`config.mk`:
```
export PLATFORM = sky130hd
export DESIGN_NAME = usbh_ep_ctrl
export DESIGN_NICKNAME = d
export VERILOG_FILES = /design/src/usbh_pkg.sv /design/src/usbh_acc_if.sv /design/src/usbh_dev_port.sv /design/src/usbh_byte_buf.sv /design/src/usbh_ep_ctrl.sv
export SDC_FILE = /design/constraint.sdc
export NUM_CORES = 1
export LEC_CHECK = 0
export BUFFER_PORTS_ARGS = -buffer_cell sky130_fd_sc_hd__buf_4
export CAP_MARGIN = 15
export CORE_UTILIZATION = 25
export CTS_BUF_LIST = sky130_fd_sc_hd__clkbuf_4
export DETAILED_ROUTE_END_ITERATION = 8
export PLACE_DENSITY = 0.45
export SLEW_MARGIN = 30
export SYNTH_ARGS = -nofsm -noshare
export SYNTH_HDL_FRONTEND = slang
export SYNTH_SLANG_ARGS = --single-unit
```
`constraint.sdc`:
```
create_clock -name clk_i -period 4.3 [get_ports clk_i]
set_clock_uncertainty 0.1 [all_clocks]
set_input_delay 0.215 -clock clk_i [delete_from_list [all_inputs] [get_ports clk_i]]
set_output_delay 0.215 -clock clk_i [all_outputs]
set_load 0.005 [all_outputs]
```
`src/usbh_pkg.sv`:
```
// Shared constants and types of the endpoint controller.
// Assumes a device register port with one control/status word and one
// FIFO data port per endpoint, eight bits wide, on the controller clock.
package usbh_pkg;
  // Own Wishbone register offsets (byte addresses).
  localparam logic [7:0] OFS_CMD = 8'h00;
  localparam logic [7:0] OFS_STATUS = 8'h04;
  localparam logic [7:0] OFS_SETUP_LO = 8'h08;
  localparam logic [7:0] OFS_SETUP_HI = 8'h0C;
  localparam logic [7:0] OFS_TX_LO = 8'h10;
  localparam logic [7:0] OFS_TX_HI = 8'h14;
  // Command word fields.
  localparam int CMD_SETUP_BIT = 0;
  localparam int CMD_IN_BIT = 1;
  localparam int CMD_STALL_BIT = 2;
  localparam int CMD_LAST_BIT = 3;
  localparam int CMD_ISO_BIT = 4;
  localparam int CMD_ADVANCE_BIT = 5;
  localparam int CMD_EP_LSB = 8;
  localparam int CMD_LEN_LSB = 16;
  // Status word fields.
  localparam int STS_ERR_BIT = 1;
  // Device port address: {endpoint, select}.
  localparam logic DEV_SEL_CSR = 1'h0;
  localparam logic DEV_SEL_FIFO = 1'h1;
  // Device control/status word bit positions.
  localparam int CSR_COMP_BIT = 0;
  localparam int CSR_SETUP_BIT = 2;
  localparam int CSR_STALL_BIT = 3;
  localparam int CSR_TXRDY_BIT = 4;
  // Endpoints with two banks; bit n stands for endpoint n.
  localparam logic [7:0] DUAL_BANK_MASK = 8'h34;
  localparam logic [2:0] DEFAULT_EP = 3'h0;
  localparam logic [3:0] SETUP_LEN = 4'h8;
  localparam logic [3:0] MAX_LEN = 4'h8;

  typedef enum logic [9:0] {
    ST_IDLE = 10'h001,
    ST_SU_POLL = 10'h002,
    ST_SU_READ = 10'h004,
    ST_SU_CLEAR = 10'h008,
    ST_IN_POLL = 10'h010,
    ST_IN_WRITE = 10'h020,
    ST_IN_ARM = 10'h040,
    ST_IN_WAIT = 10'h080,
    ST_IN_CLEAR = 10'h100,
    ST_STALL = 10'h200
  } usbh_state_type;

  typedef enum logic [4:0] {
    STG_IDLE = 5'h01,
    STG_DATA_IN = 5'h02,
    STG_DATA_OUT = 5'h04,
    STG_STATUS_IN = 5'h08,
    STG_STATUS_OUT = 5'h10
  } usbh_stage_type;
endpackage : usbh_pkg

```
`src/usbh_acc_if.sv`:
```
// Single device register access request between sequencer and pin driver.
// Assumes one request at a time; req is a one-cycle pulse.
`timescale 1ns/1ps
interface usbh_acc_if;
  logic req;
  logic wr;
  logic [3:0] addr;
  logic [7:0] wdata;
  logic [7:0] rdata;
  logic done;
  modport ctrl (output req, output wr, output addr, output wdata, input rdata, input done);
  modport port (input req, input wr, input addr, input wdata, output rdata, output done);
endinterface : usbh_acc_if

```
`src/usbh_dev_port.sv`:
```
// Drives the device register pins for one access at a time.
// Assumes the device answers with a one-cycle ack on the same clock.
`timescale 1ns/1ps
module usbh_dev_port (
  input wire logic clk_i,
  input wire logic rst_i,
  usbh_acc_if.port acc,
  output logic dev_req_o,
  output logic dev_wr_o,
  output logic [3:0] dev_addr_o,
  output logic [7:0] dev_wdata_o,
  input wire logic [7:0] dev_rdata_i,
  input wire logic dev_ack_i
);
  logic [7:0] rdata;
  logic done;

  // Request fields stay frozen until the ack, so the device sees stable pins.
  always_ff @(posedge clk_i)
  begin
    if (rst_i)
    begin
      dev_req_o <= 1'b0;
      dev_wr_o <= 1'b0;
      dev_addr_o <= 4'h0;
      dev_wdata_o <= 8'h00;
    end
    else if (acc.req && !dev_req_o)
    begin
      dev_req_o <= 1'b1;
      dev_wr_o <= acc.wr;
      dev_addr_o <= acc.addr;
      dev_wdata_o <= acc.wdata;
    end
    else if (dev_req_o && dev_ack_i)
    begin
      dev_req_o <= 1'b0;
    end
  end

  always_ff @(posedge clk_i)
  begin
    if (rst_i)
    begin
      done <= 1'b0;
      rdata <= 8'h00;
    end
    else
    begin
      done <= dev_req_o && dev_ack_i;
      if (dev_req_o && dev_ack_i)
      begin
        rdata <= dev_rdata_i;
      end
    end
  end

  assign acc.done = done;
  assign acc.rdata = rdata;
endmodule : usbh_dev_port

```
`src/usbh_byte_buf.sv`:
```
// Eight-byte flip-flop buffer with a byte write port and a word write port.
// Assumes the two write ports are never used in the same cycle.
`timescale 1ns/1ps
module usbh_byte_buf (
  input wire logic clk_i,
  input wire logic rst_i,
  input wire logic byte_we_i,
  input wire logic [2:0] byte_idx_i,
  input wire logic [7:0] byte_i,
  input wire logic word_we_i,
  input wire logic word_idx_i,
  input wire logic [3:0] word_sel_i,
  input wire logic [31:0] word_i,
  output logic [63:0] bytes_o
);
  genvar i;
  generate
    for (i = 0; i < 8; i = i + 1)
    begin : g_byte
      always_ff @(posedge clk_i)
      begin
        if (rst_i)
        begin
          bytes_o[8*i +: 8] <= 8'h00;
        end
        else if (byte_we_i && byte_idx_i == 3'(i))
        begin
          bytes_o[8*i +: 8] <= byte_i;
        end
        else if (word_we_i && word_idx_i == 1'(i / 4) && word_sel_i[i % 4])
        begin
          bytes_o[8*i +: 8] <= word_i[8*(i%4) +: 8];
        end
      end
    end
  endgenerate
endmodule : usbh_byte_buf

```
`src/usbh_ep_ctrl.sv`:
```
// Endpoint controller: plays the firmware side of a USB device endpoint.
// Assumes a Wishbone classic master above and the device register pins below,
// both on clk_i; the device is logic on the same clock, so no synchronisers.
// Function
// [RULE_01] Control transfers only on single-bank endpoints
// [RULE_02] Isochronous transfers only on dual-bank endpoints
// [RULE_03] Stall aborts an ongoing control transfer
// [RULE_04] Control stages follow one of three orders
// [RULE_05] Status IN stage sends zero-length DATA1 packet
// [RULE_06] Host sends zero-length OUT in status OUT
// [RULE_07] Device acknowledges setup packets by itself
// [RULE_08] Setup sets flag and fills endpoint FIFO
// [RULE_09] Interrupt pending while setup flag set
// [RULE_10] Read whole setup packet before clearing flag
// [RULE_11] Cleared setup flag frees FIFO for OUT
// [RULE_12] Check transmit-ready clear before FIFO writes
// [RULE_13] Load IN packet byte by byte, maybe empty
// [RULE_14] Set transmit-ready after the FIFO writes
// [RULE_15] Device sets transmit-complete on host ACK
// [RULE_16] Interrupt pending while transmit-complete set
// [RULE_17] Next packet: write, arm, then clear complete
// [RULE_18] Clear transmit-complete after the final packet
// [RULE_19] Endpoint zero is the control endpoint; code resets ctl_ep to it, a setup command moves ctl_ep to its endpoint
// [RULE_20] FIFO reached by single byte accesses
// [RULE_21] Device runs master and 48 MHz clocks
// [RULE_22] Device NAKs IN while transmit-ready clear
`timescale 1ns/1ps
module usbh_ep_ctrl (
  input wire logic clk_i,
  input wire logic rst_i,
  input wire logic wb_cyc_i,
  input wire logic wb_stb_i,
  input wire logic wb_we_i,
  input wire logic [7:0] wb_adr_i,
  input wire logic [3:0] wb_sel_i,
  input wire logic [31:0] wb_dat_i,
  output logic [31:0] wb_dat_o,
  output logic wb_ack_o,
  output logic dev_req_o,
  output logic dev_wr_o,
  output logic [3:0] dev_addr_o,
  output logic [7:0] dev_wdata_o,
  input wire logic [7:0] dev_rdata_i,
  input wire logic dev_ack_i
);
  usbh_acc_if acc ();

  usbh_pkg::usbh_state_type state;
  usbh_pkg::usbh_stage_type stage;
  logic wait_acc;
  logic acc_req;
  logic [3:0] byte_idx;
  logic [2:0] ep;
  logic [2:0] ctl_ep;
  logic [3:0] len;
  logic last;
  logic comp_pending;
  logic keep_rdy;
  logic [7:0] csr;
  logic err;
  logic [63:0] setup_bytes;
  logic [63:0] tx_bytes;
  logic [7:0] wdata;

  // Bus decode.
  logic wb_hit;
  logic wr_cmd;
  logic wr_status;
  logic wr_tx;
  assign wb_hit = wb_cyc_i && wb_stb_i && !wb_ack_o;
  assign wr_cmd = wb_hit && wb_we_i && wb_adr_i == usbh_pkg::OFS_CMD && wb_sel_i == 4'hF;
  assign wr_status = wb_hit && wb_we_i && wb_adr_i == usbh_pkg::OFS_STATUS && wb_sel_i[0];
  assign wr_tx = wb_hit && wb_we_i
    && (wb_adr_i == usbh_pkg::OFS_TX_LO || wb_adr_i == usbh_pkg::OFS_TX_HI);

  // Command fields.
  logic c_setup;
  logic c_in;
  logic c_stall;
  logic c_adv;
  logic c_iso;
  logic [2:0] c_ep;
  logic [3:0] c_len;
  logic c_dual;
  logic c_ctl;
  logic c_bad;
  logic busy;
  assign c_setup = wb_dat_i[usbh_pkg::CMD_SETUP_BIT];
  assign c_in = wb_dat_i[usbh_pkg::CMD_IN_BIT];
  assign c_stall = wb_dat_i[usbh_pkg::CMD_STALL_BIT];
  assign c_adv = wb_dat_i[usbh_pkg::CMD_ADVANCE_BIT];
  assign c_iso = wb_dat_i[usbh_pkg::CMD_ISO_BIT];
  assign c_ep = wb_dat_i[usbh_pkg::CMD_EP_LSB +: 3];
  assign c_len = wb_dat_i[usbh_pkg::CMD_LEN_LSB +: 4];
  assign c_dual = usbh_pkg::DUAL_BANK_MASK[c_ep];
  assign c_ctl = c_ep == ctl_ep;
  assign busy = state != usbh_pkg::ST_IDLE;

  // Bad commands are refused whole; nothing reaches the device for them.
  always_comb
  begin
    c_bad = 1'b0;
    if ((c_setup || c_stall || c_adv) && c_dual)
    begin
      c_bad = 1'b1; // [RULE_01]
    end
    if (c_in && c_iso && !c_dual)
    begin
      c_bad = 1'b1; // [RULE_02]
    end
    if (c_in && c_ctl && (stage == usbh_pkg::STG_DATA_OUT
        || stage == usbh_pkg::STG_STATUS_OUT))
    begin
      c_bad = 1'b1; // [RULE_04]
    end
    if (c_adv && !(stage == usbh_pkg::STG_DATA_OUT || stage == usbh_pkg::STG_STATUS_OUT))
    begin
      c_bad = 1'b1; // [RULE_04]
    end
    if (c_in && c_len > usbh_pkg::MAX_LEN)
    begin
      c_bad = 1'b1;
    end
    if (4'(c_setup) + 4'(c_in) + 4'(c_stall) + 4'(c_adv) != 4'h1)
    begin
      c_bad = 1'b1;
    end
  end

  logic go;
  assign go = wr_cmd && !busy && !c_bad;

  // Wishbone slave: one wait state, unmapped reads give zero.
  always_ff @(posedge clk_i)
  begin
    if (rst_i)
    begin
      wb_ack_o <= 1'b0;
      wb_dat_o <= 32'h00000000;
    end
    else
    begin
      wb_ack_o <= wb_hit;
      case (wb_adr_i)
        usbh_pkg::OFS_STATUS: wb_dat_o <= {8'h00, csr, 5'h00, ctl_ep, comp_pending,
                                           stage, err, busy};
        usbh_pkg::OFS_SETUP_LO: wb_dat_o <= setup_bytes[31:0];
        usbh_pkg::OFS_SETUP_HI: wb_dat_o <= setup_bytes[63:32];
        default: wb_dat_o <= 32'h00000000;
      endcase
    end
  end

  // A refused command in the same cycle as a clear keeps the error set.
  always_ff @(posedge clk_i)
  begin
    if (rst_i)
    begin
      err <= 1'b0;
    end
    else if (wr_cmd && (busy || c_bad))
    begin
      err <= 1'b1;
    end
    else if (wr_status && wb_dat_i[usbh_pkg::STS_ERR_BIT])
    begin
      err <= 1'b0;
    end
  end

  // Device access fields follow the state.
  logic st_wr;
  logic st_fifo;
  assign st_wr = state == usbh_pkg::ST_SU_CLEAR || state == usbh_pkg::ST_IN_WRITE
    || state == usbh_pkg::ST_IN_ARM || state == usbh_pkg::ST_IN_CLEAR
    || state == usbh_pkg::ST_STALL;
  assign st_fifo = state == usbh_pkg::ST_SU_READ || state == usbh_pkg::ST_IN_WRITE; // [RULE_20]

  // Flags that clear on a written zero are written as one to leave them.
  always_comb
  begin
    wdata = 8'h00;
    case (state)
      usbh_pkg::ST_IN_WRITE:
      begin
        wdata = tx_bytes[{byte_idx[2:0], 3'h0} +: 8]; // [RULE_13]
      end
      usbh_pkg::ST_SU_CLEAR:
      begin
        wdata[usbh_pkg::CSR_COMP_BIT] = 1'b1; // [RULE_10]
      end
      usbh_pkg::ST_IN_ARM:
      begin
        wdata[usbh_pkg::CSR_TXRDY_BIT] = 1'b1; // [RULE_14]
        wdata[usbh_pkg::CSR_COMP_BIT] = 1'b1;
        wdata[usbh_pkg::CSR_SETUP_BIT] = 1'b1;
      end
      usbh_pkg::ST_IN_CLEAR:
      begin
        wdata[usbh_pkg::CSR_TXRDY_BIT] = keep_rdy; // [RULE_17]
        wdata[usbh_pkg::CSR_SETUP_BIT] = 1'b1;
      end
      usbh_pkg::ST_STALL:
      begin
        wdata[usbh_pkg::CSR_STALL_BIT] = 1'b1; // [RULE_03]
        wdata[usbh_pkg::CSR_COMP_BIT] = 1'b1;
        wdata[usbh_pkg::CSR_SETUP_BIT] = 1'b1;
      end
      default:
      begin
        wdata = 8'h00;
      end
    endcase
  end

  assign acc.req = acc_req;
  assign acc.wr = st_wr;
  assign acc.addr = {ep, st_fifo ? usbh_pkg::DEV_SEL_FIFO : usbh_pkg::DEV_SEL_CSR};
  assign acc.wdata = wdata;

  logic rd_setup;
  logic rd_comp;
  logic rd_rdy;
  logic last_byte;
  assign rd_setup = acc.rdata[usbh_pkg::CSR_SETUP_BIT];
  assign rd_comp = acc.rdata[usbh_pkg::CSR_COMP_BIT];
  assign rd_rdy = acc.rdata[usbh_pkg::CSR_TXRDY_BIT];
  assign last_byte = byte_idx + 4'h1 == len;

  // Sequencer: every non-idle state issues one access and acts on its answer.
  always_ff @(posedge clk_i)
  begin
    if (rst_i)
    begin
      state <= usbh_pkg::ST_IDLE;
      wait_acc <= 1'b0;
      acc_req <= 1'b0;
      byte_idx <= 4'h0;
      ep <= usbh_pkg::DEFAULT_EP;
      len <= 4'h0;
      last <= 1'b0;
      comp_pending <= 1'b0;
      keep_rdy <= 1'b0;
    end
    else
    begin
      acc_req <= 1'b0;
      if (state == usbh_pkg::ST_IDLE)
      begin
        if (go && !c_adv)
        begin
          ep <= c_ep;
          byte_idx <= 4'h0;
          len <= c_len;
          last <= wb_dat_i[usbh_pkg::CMD_LAST_BIT];
          if (c_setup)
          begin
            state <= usbh_pkg::ST_SU_POLL;
          end
          else if (c_stall)
          begin
            state <= usbh_pkg::ST_STALL;
          end
          else
          begin
            state <= usbh_pkg::ST_IN_POLL;
            if (c_ctl && stage == usbh_pkg::STG_STATUS_IN)
            begin
              len <= 4'h0; // [RULE_05]
              last <= 1'b1;
            end
          end
        end
      end
      else if (!wait_acc)
      begin
        acc_req <= 1'b1;
        wait_acc <= 1'b1;
      end
      else if (acc.done)
      begin
        wait_acc <= 1'b0;
        case (state)
          usbh_pkg::ST_SU_POLL:
          begin
            if (rd_setup)
            begin
              state <= usbh_pkg::ST_SU_READ; // [RULE_08]
            end
          end
          usbh_pkg::ST_SU_READ:
          begin
            byte_idx <= byte_idx + 4'h1;
            if (byte_idx + 4'h1 == usbh_pkg::SETUP_LEN)
            begin
              state <= usbh_pkg::ST_SU_CLEAR; // [RULE_10]
            end
          end
          usbh_pkg::ST_IN_POLL:
          begin
            if (!rd_rdy && (!comp_pending || rd_comp)) // [RULE_12]
            begin
              state <= len == 4'h0 ? usbh_pkg::ST_IN_ARM : usbh_pkg::ST_IN_WRITE;
            end
          end
          usbh_pkg::ST_IN_WRITE:
          begin
            byte_idx <= byte_idx + 4'h1;
            if (last_byte)
            begin
              state <= usbh_pkg::ST_IN_ARM; // [RULE_14]
            end
          end
          usbh_pkg::ST_IN_ARM:
          begin
            if (comp_pending)
            begin
              keep_rdy <= 1'b1;
              state <= usbh_pkg::ST_IN_CLEAR; // [RULE_17]
            end
            else if (last)
            begin
              state <= usbh_pkg::ST_IN_WAIT;
            end
            else
            begin
              comp_pending <= 1'b1;
              state <= usbh_pkg::ST_IDLE;
            end
          end
          usbh_pkg::ST_IN_WAIT:
          begin
            if (rd_comp) // [RULE_15]
            begin
              keep_rdy <= 1'b0;
              state <= usbh_pkg::ST_IN_CLEAR;
            end
          end
          usbh_pkg::ST_IN_CLEAR:
          begin
            if (keep_rdy && last)
            begin
              keep_rdy <= 1'b0;
              comp_pending <= 1'b0;
              state <= usbh_pkg::ST_IN_WAIT;
            end
            else
            begin
              comp_pending <= keep_rdy;
              keep_rdy <= 1'b0;
              state <= usbh_pkg::ST_IDLE; // [RULE_18]
            end
          end
          usbh_pkg::ST_STALL:
          begin
            comp_pending <= 1'b0;
            state <= usbh_pkg::ST_IDLE;
          end
          default:
          begin
            state <= usbh_pkg::ST_IDLE;
          end
        endcase
      end
    end
  end

  // Last device status word seen, shown to software.
  always_ff @(posedge clk_i)
  begin
    if (rst_i)
    begin
      csr <= 8'h00;
    end
    else if (acc.done && !st_wr && !st_fifo)
    begin
      csr <= acc.rdata;
    end
  end

  logic ev_setup;
  logic ev_in_end;
  logic ev_stall;
  assign ev_setup = acc.done && state == usbh_pkg::ST_SU_CLEAR;
  assign ev_in_end = acc.done && state == usbh_pkg::ST_IN_CLEAR && !keep_rdy;
  assign ev_stall = acc.done && state == usbh_pkg::ST_STALL;

  // Control stage tracker for the endpoint that last took a setup packet.
  always_ff @(posedge clk_i)
  begin
    if (rst_i)
    begin
      stage <= usbh_pkg::STG_IDLE;
      ctl_ep <= usbh_pkg::DEFAULT_EP; // [RULE_19]
    end
    else if (go && c_setup)
    begin
      ctl_ep <= c_ep;
    end
    else if (ev_setup)
    begin
      if (setup_bytes[63:48] == 16'h0000)
      begin
        stage <= usbh_pkg::STG_STATUS_IN; // [RULE_04]
      end
      else if (setup_bytes[7])
      begin
        stage <= usbh_pkg::STG_DATA_IN;
      end
      else
      begin
        stage <= usbh_pkg::STG_DATA_OUT;
      end
    end
    else if (ev_stall && ep == ctl_ep)
    begin
      stage <= usbh_pkg::STG_IDLE; // [RULE_03]
    end
    else if (ev_in_end && ep == ctl_ep)
    begin
      if (stage == usbh_pkg::STG_DATA_IN)
      begin
        stage <= usbh_pkg::STG_STATUS_OUT; // [RULE_04]
      end
      else if (stage == usbh_pkg::STG_STATUS_IN)
      begin
        stage <= usbh_pkg::STG_IDLE;
      end
    end
    else if (go && c_adv)
    begin
      stage <= stage == usbh_pkg::STG_DATA_OUT ? usbh_pkg::STG_STATUS_IN
               : usbh_pkg::STG_IDLE;
    end
  end

  usbh_byte_buf u_setup_buf (
    .clk_i(clk_i),
    .rst_i(rst_i),
    .byte_we_i(acc.done && state == usbh_pkg::ST_SU_READ),
    .byte_idx_i(byte_idx[2:0]),
    .byte_i(acc.rdata),
    .word_we_i(1'b0),
    .word_idx_i(1'b0),
    .word_sel_i(4'h0),
    .word_i(32'h00000000),
    .bytes_o(setup_bytes)
  );

  usbh_byte_buf u_tx_buf (
    .clk_i(clk_i),
    .rst_i(rst_i),
    .byte_we_i(1'b0),
    .byte_idx_i(3'h0),
    .byte_i(8'h00),
    .word_we_i(wr_tx),
    .word_idx_i(wb_adr_i == usbh_pkg::OFS_TX_HI),
    .word_sel_i(wb_sel_i),
    .word_i(wb_dat_i),
    .bytes_o(tx_bytes)
  );

  usbh_dev_port u_port (
    .clk_i(clk_i),
    .rst_i(rst_i),
    .acc(acc),
    .dev_req_o(dev_req_o),
    .dev_wr_o(dev_wr_o),
    .dev_addr_o(dev_addr_o),
    .dev_wdata_o(dev_wdata_o),
    .dev_rdata_i(dev_rdata_i),
    .dev_ack_i(dev_ack_i)
  );
endmodule : usbh_ep_ctrl

```
# == Word level (Yosys, flattened, before mapping) ==
# Memories as Yosys holds them, arrays and structs flattened.
# Index checks and enable logic that the tools add are counted.
# op_classes
addsub,4
order_cmp,2
eq_ne,42
shifts,1
mux,65
bitwise_logic,3
reduce_logical,99
# op_table
op,count
10-bit two-way mux,11
32-bit one-hot mux with 3 select lines,1
10-bit one-hot mux with 7 select lines,1
64-bit by 7-bit indexed part select with 8-bit output,1
1-bit logical AND,54
4-bit two-way mux,10
5-bit two-way mux,6
1-bit two-way mux,24
8-bit by 4-bit equality test with 1-bit output (second input constant),2
8-bit by 5-bit equality test with 1-bit output (second input constant),2
16-bit logical NOT,1
8-bit two-way mux,2
3-bit equality test (second input constant),4
1-bit logical NOT,12
1-bit logical OR,11
10-bit by 1-bit equality test with 1-bit output (second input constant),1
10-bit equality test (second input constant),1
10-bit by 2-bit equality test with 1-bit output (second input constant),1
10-bit by 3-bit equality test with 1-bit output (second input constant),1
10-bit by 4-bit equality test with 1-bit output (second input constant),1
10-bit by 5-bit equality test with 1-bit output (second input constant),1
10-bit by 6-bit equality test with 1-bit output (second input constant),1
10-bit by 7-bit equality test with 1-bit output (second input constant),1
10-bit by 8-bit equality test with 1-bit output (second input constant),1
other kinds (43),65
# word_totals
register_bits,227
romBits,8
input_bits,58
output_inout_bits,47
wordCells,254
mem_count,1
# mem_list
name,words,word_bits,read_ports,rd_ports_with_merged_regs,wr,line_no,source
(no name shown),8,1,1,0,0,usbh_ep_ctrl.sv:95,assign c_dual = usbh_pkg::DUAL_BANK_MASK[c_ep];

# == Longest topological paths before layout ==
# depth
word_depth,16
mapped_depth,13
ltp_nobuf,12

# == Hierarchy ==
# A second synthesis with hierarchy kept.
# hier_totals
cells_unflattened,1319
area_unflattened_um2,11746.3
# by_module_without_submodules
module,n_inst,cells_per_inst,area_per_inst_um2,seq_area_each_um2
usbh_byte_buf,2,357,3078.0,1281.2
usbh_ep_ctrl,1,504,4509.3,1521.5
usbh_dev_port,1,101,1081.0,460.4

# == Worst setup path before layout ==
# Ideal clock, no wire load.
# synth_path
path_kind,reg-to-reg
from,reg byte_idx[0]
to,reg state[5]
setup_ns,0.070
arrival_ns,2.831
required_time_ns,4.130
setup_slack_ns,1.299
stages_incl_launch_ff,13
path_buffers,3
period_less_slack_ns,3.001
path_cell_list,dfxtp_1 > buf_2 > buf_1 > inv_1 > ha_1 > xor2_1 > nor3_1 > a21boi_0 > inv_1 > o211ai_2 > buf_6 > or3b_1 > a21oi_1
# synth_via
elab_chain_cells,4
word_cells_on_any_way,6
classes_between,1 x add/sub; 4 x eq/ne; 1 x reduce/logical
# synth_rtl
element,line_no,source
start: declaration,usbh_ep_ctrl.sv:52,logic [3:0] byte_idx;
start signal: assignment,usbh_ep_ctrl.sv:293,byte_idx <= byte_idx + 4'h1;
start signal: assignment,usbh_ep_ctrl.sv:308,byte_idx <= byte_idx + 4'h1;
4-bit by 1-bit adder with 4-bit output (*),"usbh_ep_ctrl.sv:228, usbh_ep_ctrl.sv:294",
"4-bit equality test, on equally long branches","usbh_ep_ctrl.sv:294, usbh_ep_ctrl.sv:228",
3-bit inequality test (no source line) / 3-bit by 2-bit inequality test with 1-bit output (equally long branches),--,
8-bit AND reduction (no source line) (*),--,
end signal: assignment,usbh_ep_ctrl.sv:235,state <= usbh_pkg::ST_IDLE;
end signal: assignment,usbh_ep_ctrl.sv:296,state <= usbh_pkg::ST_SU_CLEAR;
end signal: assignment,usbh_ep_ctrl.sv:303,state <= len == 4'h0 ? usbh_pkg::ST_IN_ARM : usbh_pkg::ST_IN_WRITE;
end: declaration,usbh_ep_ctrl.sv:48,usbh_pkg::usbh_state_type state;
# Mark *: on every way between the ends. The rest lies on a longest branch, timed or not.
# A chain may end at the register's enable or synchronous reset.

# == Final worst setup path ==
# layout_path
from,reg byte_idx[2]
to,reg state[4]
# The elaborated chain is that of the path after synthesis.

==> results.yml <==
outcome:
  outcome: "finished, final reports clean"
global_routing:
  antenna_found_initial: 1
  gr-total-overflow: 0
  use_met3_pct: 3.37
  first_global_vias: 8844
  grt_start_max_net_pins: 118
  met1_usage_pct: 22.1
  track_usage_pct: 17.2
  grt.busiest_layer: "met2"
  grt_pass1_wl_mm: 51.9
  met2_usage_pct: 27.9
yosys:
  synth_enable_flop_cells: 0
  yosys_warnings: 0
  netlist_instances: 1156
  netlist_area_um2: 9700
  synthFlopType: "dfxtp_1"
  ys_async_sr_fraction_pct: 0
  avgSynthCellArea_um2: 8.39
  ys_ff_latch: 227
  synth_fp_nets: 1223
  synth_seq_area_share_pct: 46.8
  synth.distinct_cells: 62
layout:
  nNetsFinal: 1416
  drive_above_1_share_pct: 18.0
  areaGrowthSynthToFinish_pct: 30.0
  stdcell_count: 1901
critical_path:
  cp-start-kind: "register"
  crit_slowest_cell: "dfxtp_1"
  cp.arrival_ns: 3.97
  critPathKind: "register to register"
  critPathTopFamily: "compound AO/OA/AOI/OAI gates"
  critPathCaptureType: "register"
  cp_data_required_time_ns: 4.77
  cp_max_fo: 13
  path_buf_inv: 1
  cp_cell_sequence: "clkinv_1 -> ha_1 -> nand2_1 -> or3_1 -> a32o_1 -> o21ai_0 -> o211ai_2 -> or4_1 -> a21oi_1"
  rrSetupSlack_ns: 0.80
  max_stage_delay_ns: 0.59
clocking:
  clock_path_buffers: 3
  clk_latency_ns: 0.67
  clkTransAtPathRegs_ns: 0.06
  cts.repair.resized: 0
  ctsHoldBuffers: 78
  cts_tree: "done"
  cts_sinks: 227
  cts_root_buf: "clkbuf_4"
  htreeDepth: 3
  post_cts_buffers: 0
  cts_made_buffers: 70
timing:
  timing.fmax_mhz: 286
  max_slew.worst_pin.slew_ns: 0.833
  hold_viol: 0
  period_minus_slack_ns: 3.50
  rsz0062_at_grt: "false"
  slew_headroom_pct: 44.4
  slew_viol_final: 0
  min_period_over_period_pct: 81.4
  setup_viol: 0
  tns_ns: 0
power_and_ir_drop:
  p_leak_nw: 4.65
  max-vdd-ir-drop_mv: 0.174
  powerDensity_nw_per_um2: 349
drt:
  viasPerCell: 4.77
  drtAntennaViolNets: 0
  drtPass1Iterations: 7
  route.vias.total: 9061
  drt-initial-drc-count: 624
  wl_per_cell_um: 17.6
  drc: 0
  routed_wl_mm: 33.4
die:
  core_um2: 37900
  start_util_pct: 25.6
  rows: 71
  dieHeight_um: 199
  die_area_um2: 39600
  ioPinCount: 105
  dieWidth_um: 199
placement:
  io_buffers: 104
  dpl.cell_count: 1709
  dpl.hpwl_mm: 22.9
  place.gp.congestion: 0.863
flow_run:
  maxCapViolCount: 0
hold_path:
  hp-class: "input pin to register"
-- layer usage --
metal,part of all wire [%],vias up
li1,-,4428
met2,46,274
met1,45,4287
met3,5.5,72
met5,0,-
met4,3.3,0
-- stage by stage --
| step | worst slack, ns | hold WS, ns | total power [mW] | cell area [um^2] | util (%) |
|---|---|---|---|---|---|
| 2_1_floorplan | 1.30 | 0.255 | 2.21 | 9700 | - |
| 3_3_place_gp | 0.954 | 0.335 | 2.29 | 11000 | 28.9 |
| 3_5_place_dp | 0.873 | 0.340 | 2.29 | 11000 | 28.9 |
| 4_1_cts | 0.835 | 0.0857 | 4.49 | 12600 | 33.2 |
| 5_1_grt | 0.512 | 0.140 | 4.63 | 12600 | 33.3 |
| 6_report | 0.799 | 0.137 | 4.40 | 12600 | 33.3 |
-- worst register-to-register path, stage by stage (launching register included) --
cell,delay [ns]
dfxtp_1,0.59
clkinv_1,0.37
ha_1,0.47
nand2_1,0.06
or3_1,0.31
a32o_1,0.27
o21ai_0,0.26
o211ai_2,0.35
or4_1,0.49
a21oi_1,0.14
-- report_power, final --
part | switching (mW) | total (mW) | leakage [nW] | internal [mW]
clock network | 0.938 | 2.12 | 0.509 | 1.18
registers | 0.000208 | 2.10 | 1.83 | 2.10
logic | 0.0963 | 0.177 | 2.32 | 0.0806
-- cell type report --
type / instances / area [um^2]
Antenna cell: 1 / 2.50
Clock buffer: 94 / 706
Clock inverter: 18 / 153
Fill cell: 4056 / 25300
Inverter: 17 / 63.8
Multi-Input combinational cell: 836 / 4820
Sequential cell: 227 / 4540
Tap cell: 511 / 639
Timing Repair Buffer: 197 / 1690
-- layout by cell type, fill, tap and decap left out, types with 5 or more instances in the layout --
| cell type | count |
|---|---|
| nand4_1 | 5 |
| clkinv_1 | 12 |
| o21ai_0 | 11 |
| buf_4 | 116 |
| a22oi_1 | 36 |
| a21oi_1 | 136 |
| nor4_1 | 17 |
| nand2_1 | 271 |
| nand2b_1 | 6 |
| ha_1 | 8 |
| nor3_1 | 14 |
| nor2b_1 | 10 |
| nand4b_1 | 5 |
| nand3_1 | 36 |
| mux4_2 | 16 |
| xor2_1 | 5 |
| or4_1 | 6 |
| nor2_1 | 105 |
| inv_1 | 16 |
| mux2i_1 | 42 |
| a22o_1 | 21 |
| clkbuf_4 | 94 |
| and2_1 | 14 |
| xnor2_1 | 6 |
| or3_1 | 6 |
| a211oi_1 | 5 |
| dlygate4sd3_1 | 78 |
| dfxtp_1 | 227 |
-- registers in the layout (all words and copies together), names as in the netlist, 3 cells and up --
signal	flops
u_port.dev_wdata_o	8
state	10
u_port.acc.rdata	8
ep	3
u_setup_buf.bytes_o	64
u_tx_buf.bytes_o	64
wb_dat_o	32
stage	5
u_port.dev_addr_o	4
csr	8
len	4
byte_idx	4
ctl_ep	3
-- cell usage after synthesis, drive strengths merged, types with 2 or more instances --
cell,n,area (um^2)
xnor2,6,52.6
o21ai,11,55.1
nand4,5,31.3
nand3b,4,30.0
nor4,18,119
a211oi,5,37.5
nor3b,4,41.3
or4,7,56.3
a21oi,136,681
nor3,15,75.1
nand2b,6,37.5
o2bb2ai,2,17.5
a22o,21,184
and4b,3,30.0
a211o,2,17.5
nand4b,5,43.8
nor2,107,402
mux4,16,360
ha,8,100
and3,4,25.0
a31o,2,17.5
mux2i,42,420
nor4b,3,26.3
and2,14,87.6
inv,16,60.1
a22oi,36,270
clkbuf,68,255
xor2,5,43.8
o211ai,2,20.0
buf,8,40.0
or2,5,31.3
a311oi,2,17.5
dfxtp,227,4540
nor2b,10,62.6
or3,6,37.5
nand2,271,1020
nand3,36,180
-- kinds of logic after synthesis --
| family | count (synthesis) | share of synthesized area, % |
|---|---|---|
| mux | 59 | 8.16 |
| fa+ha+maj | 9 | 1.24 |
| flops | 227 | 46.8 |
| xor+xnor | 12 | 1.24 |
| simple gates | 526 | 24.3 |
| compound gates | 230 | 14.5 |
| buf+inv | 93 | 3.70 |
-- path summary, 6_finish.rpt --
check	start	depth (start not counted)	end
worst max-delay path	byte_idx[2]	9	state[4]
worst min register to register	u_tx_buf.bytes_o[18]	2	u_tx_buf.bytes_o[18]
worst max register to register	byte_idx[2]	9	state[4]
worst min-delay path	wb_adr_i[4]	6	u_tx_buf.bytes_o[32]
No activity file was read; power rests on OpenSTA's default activity.
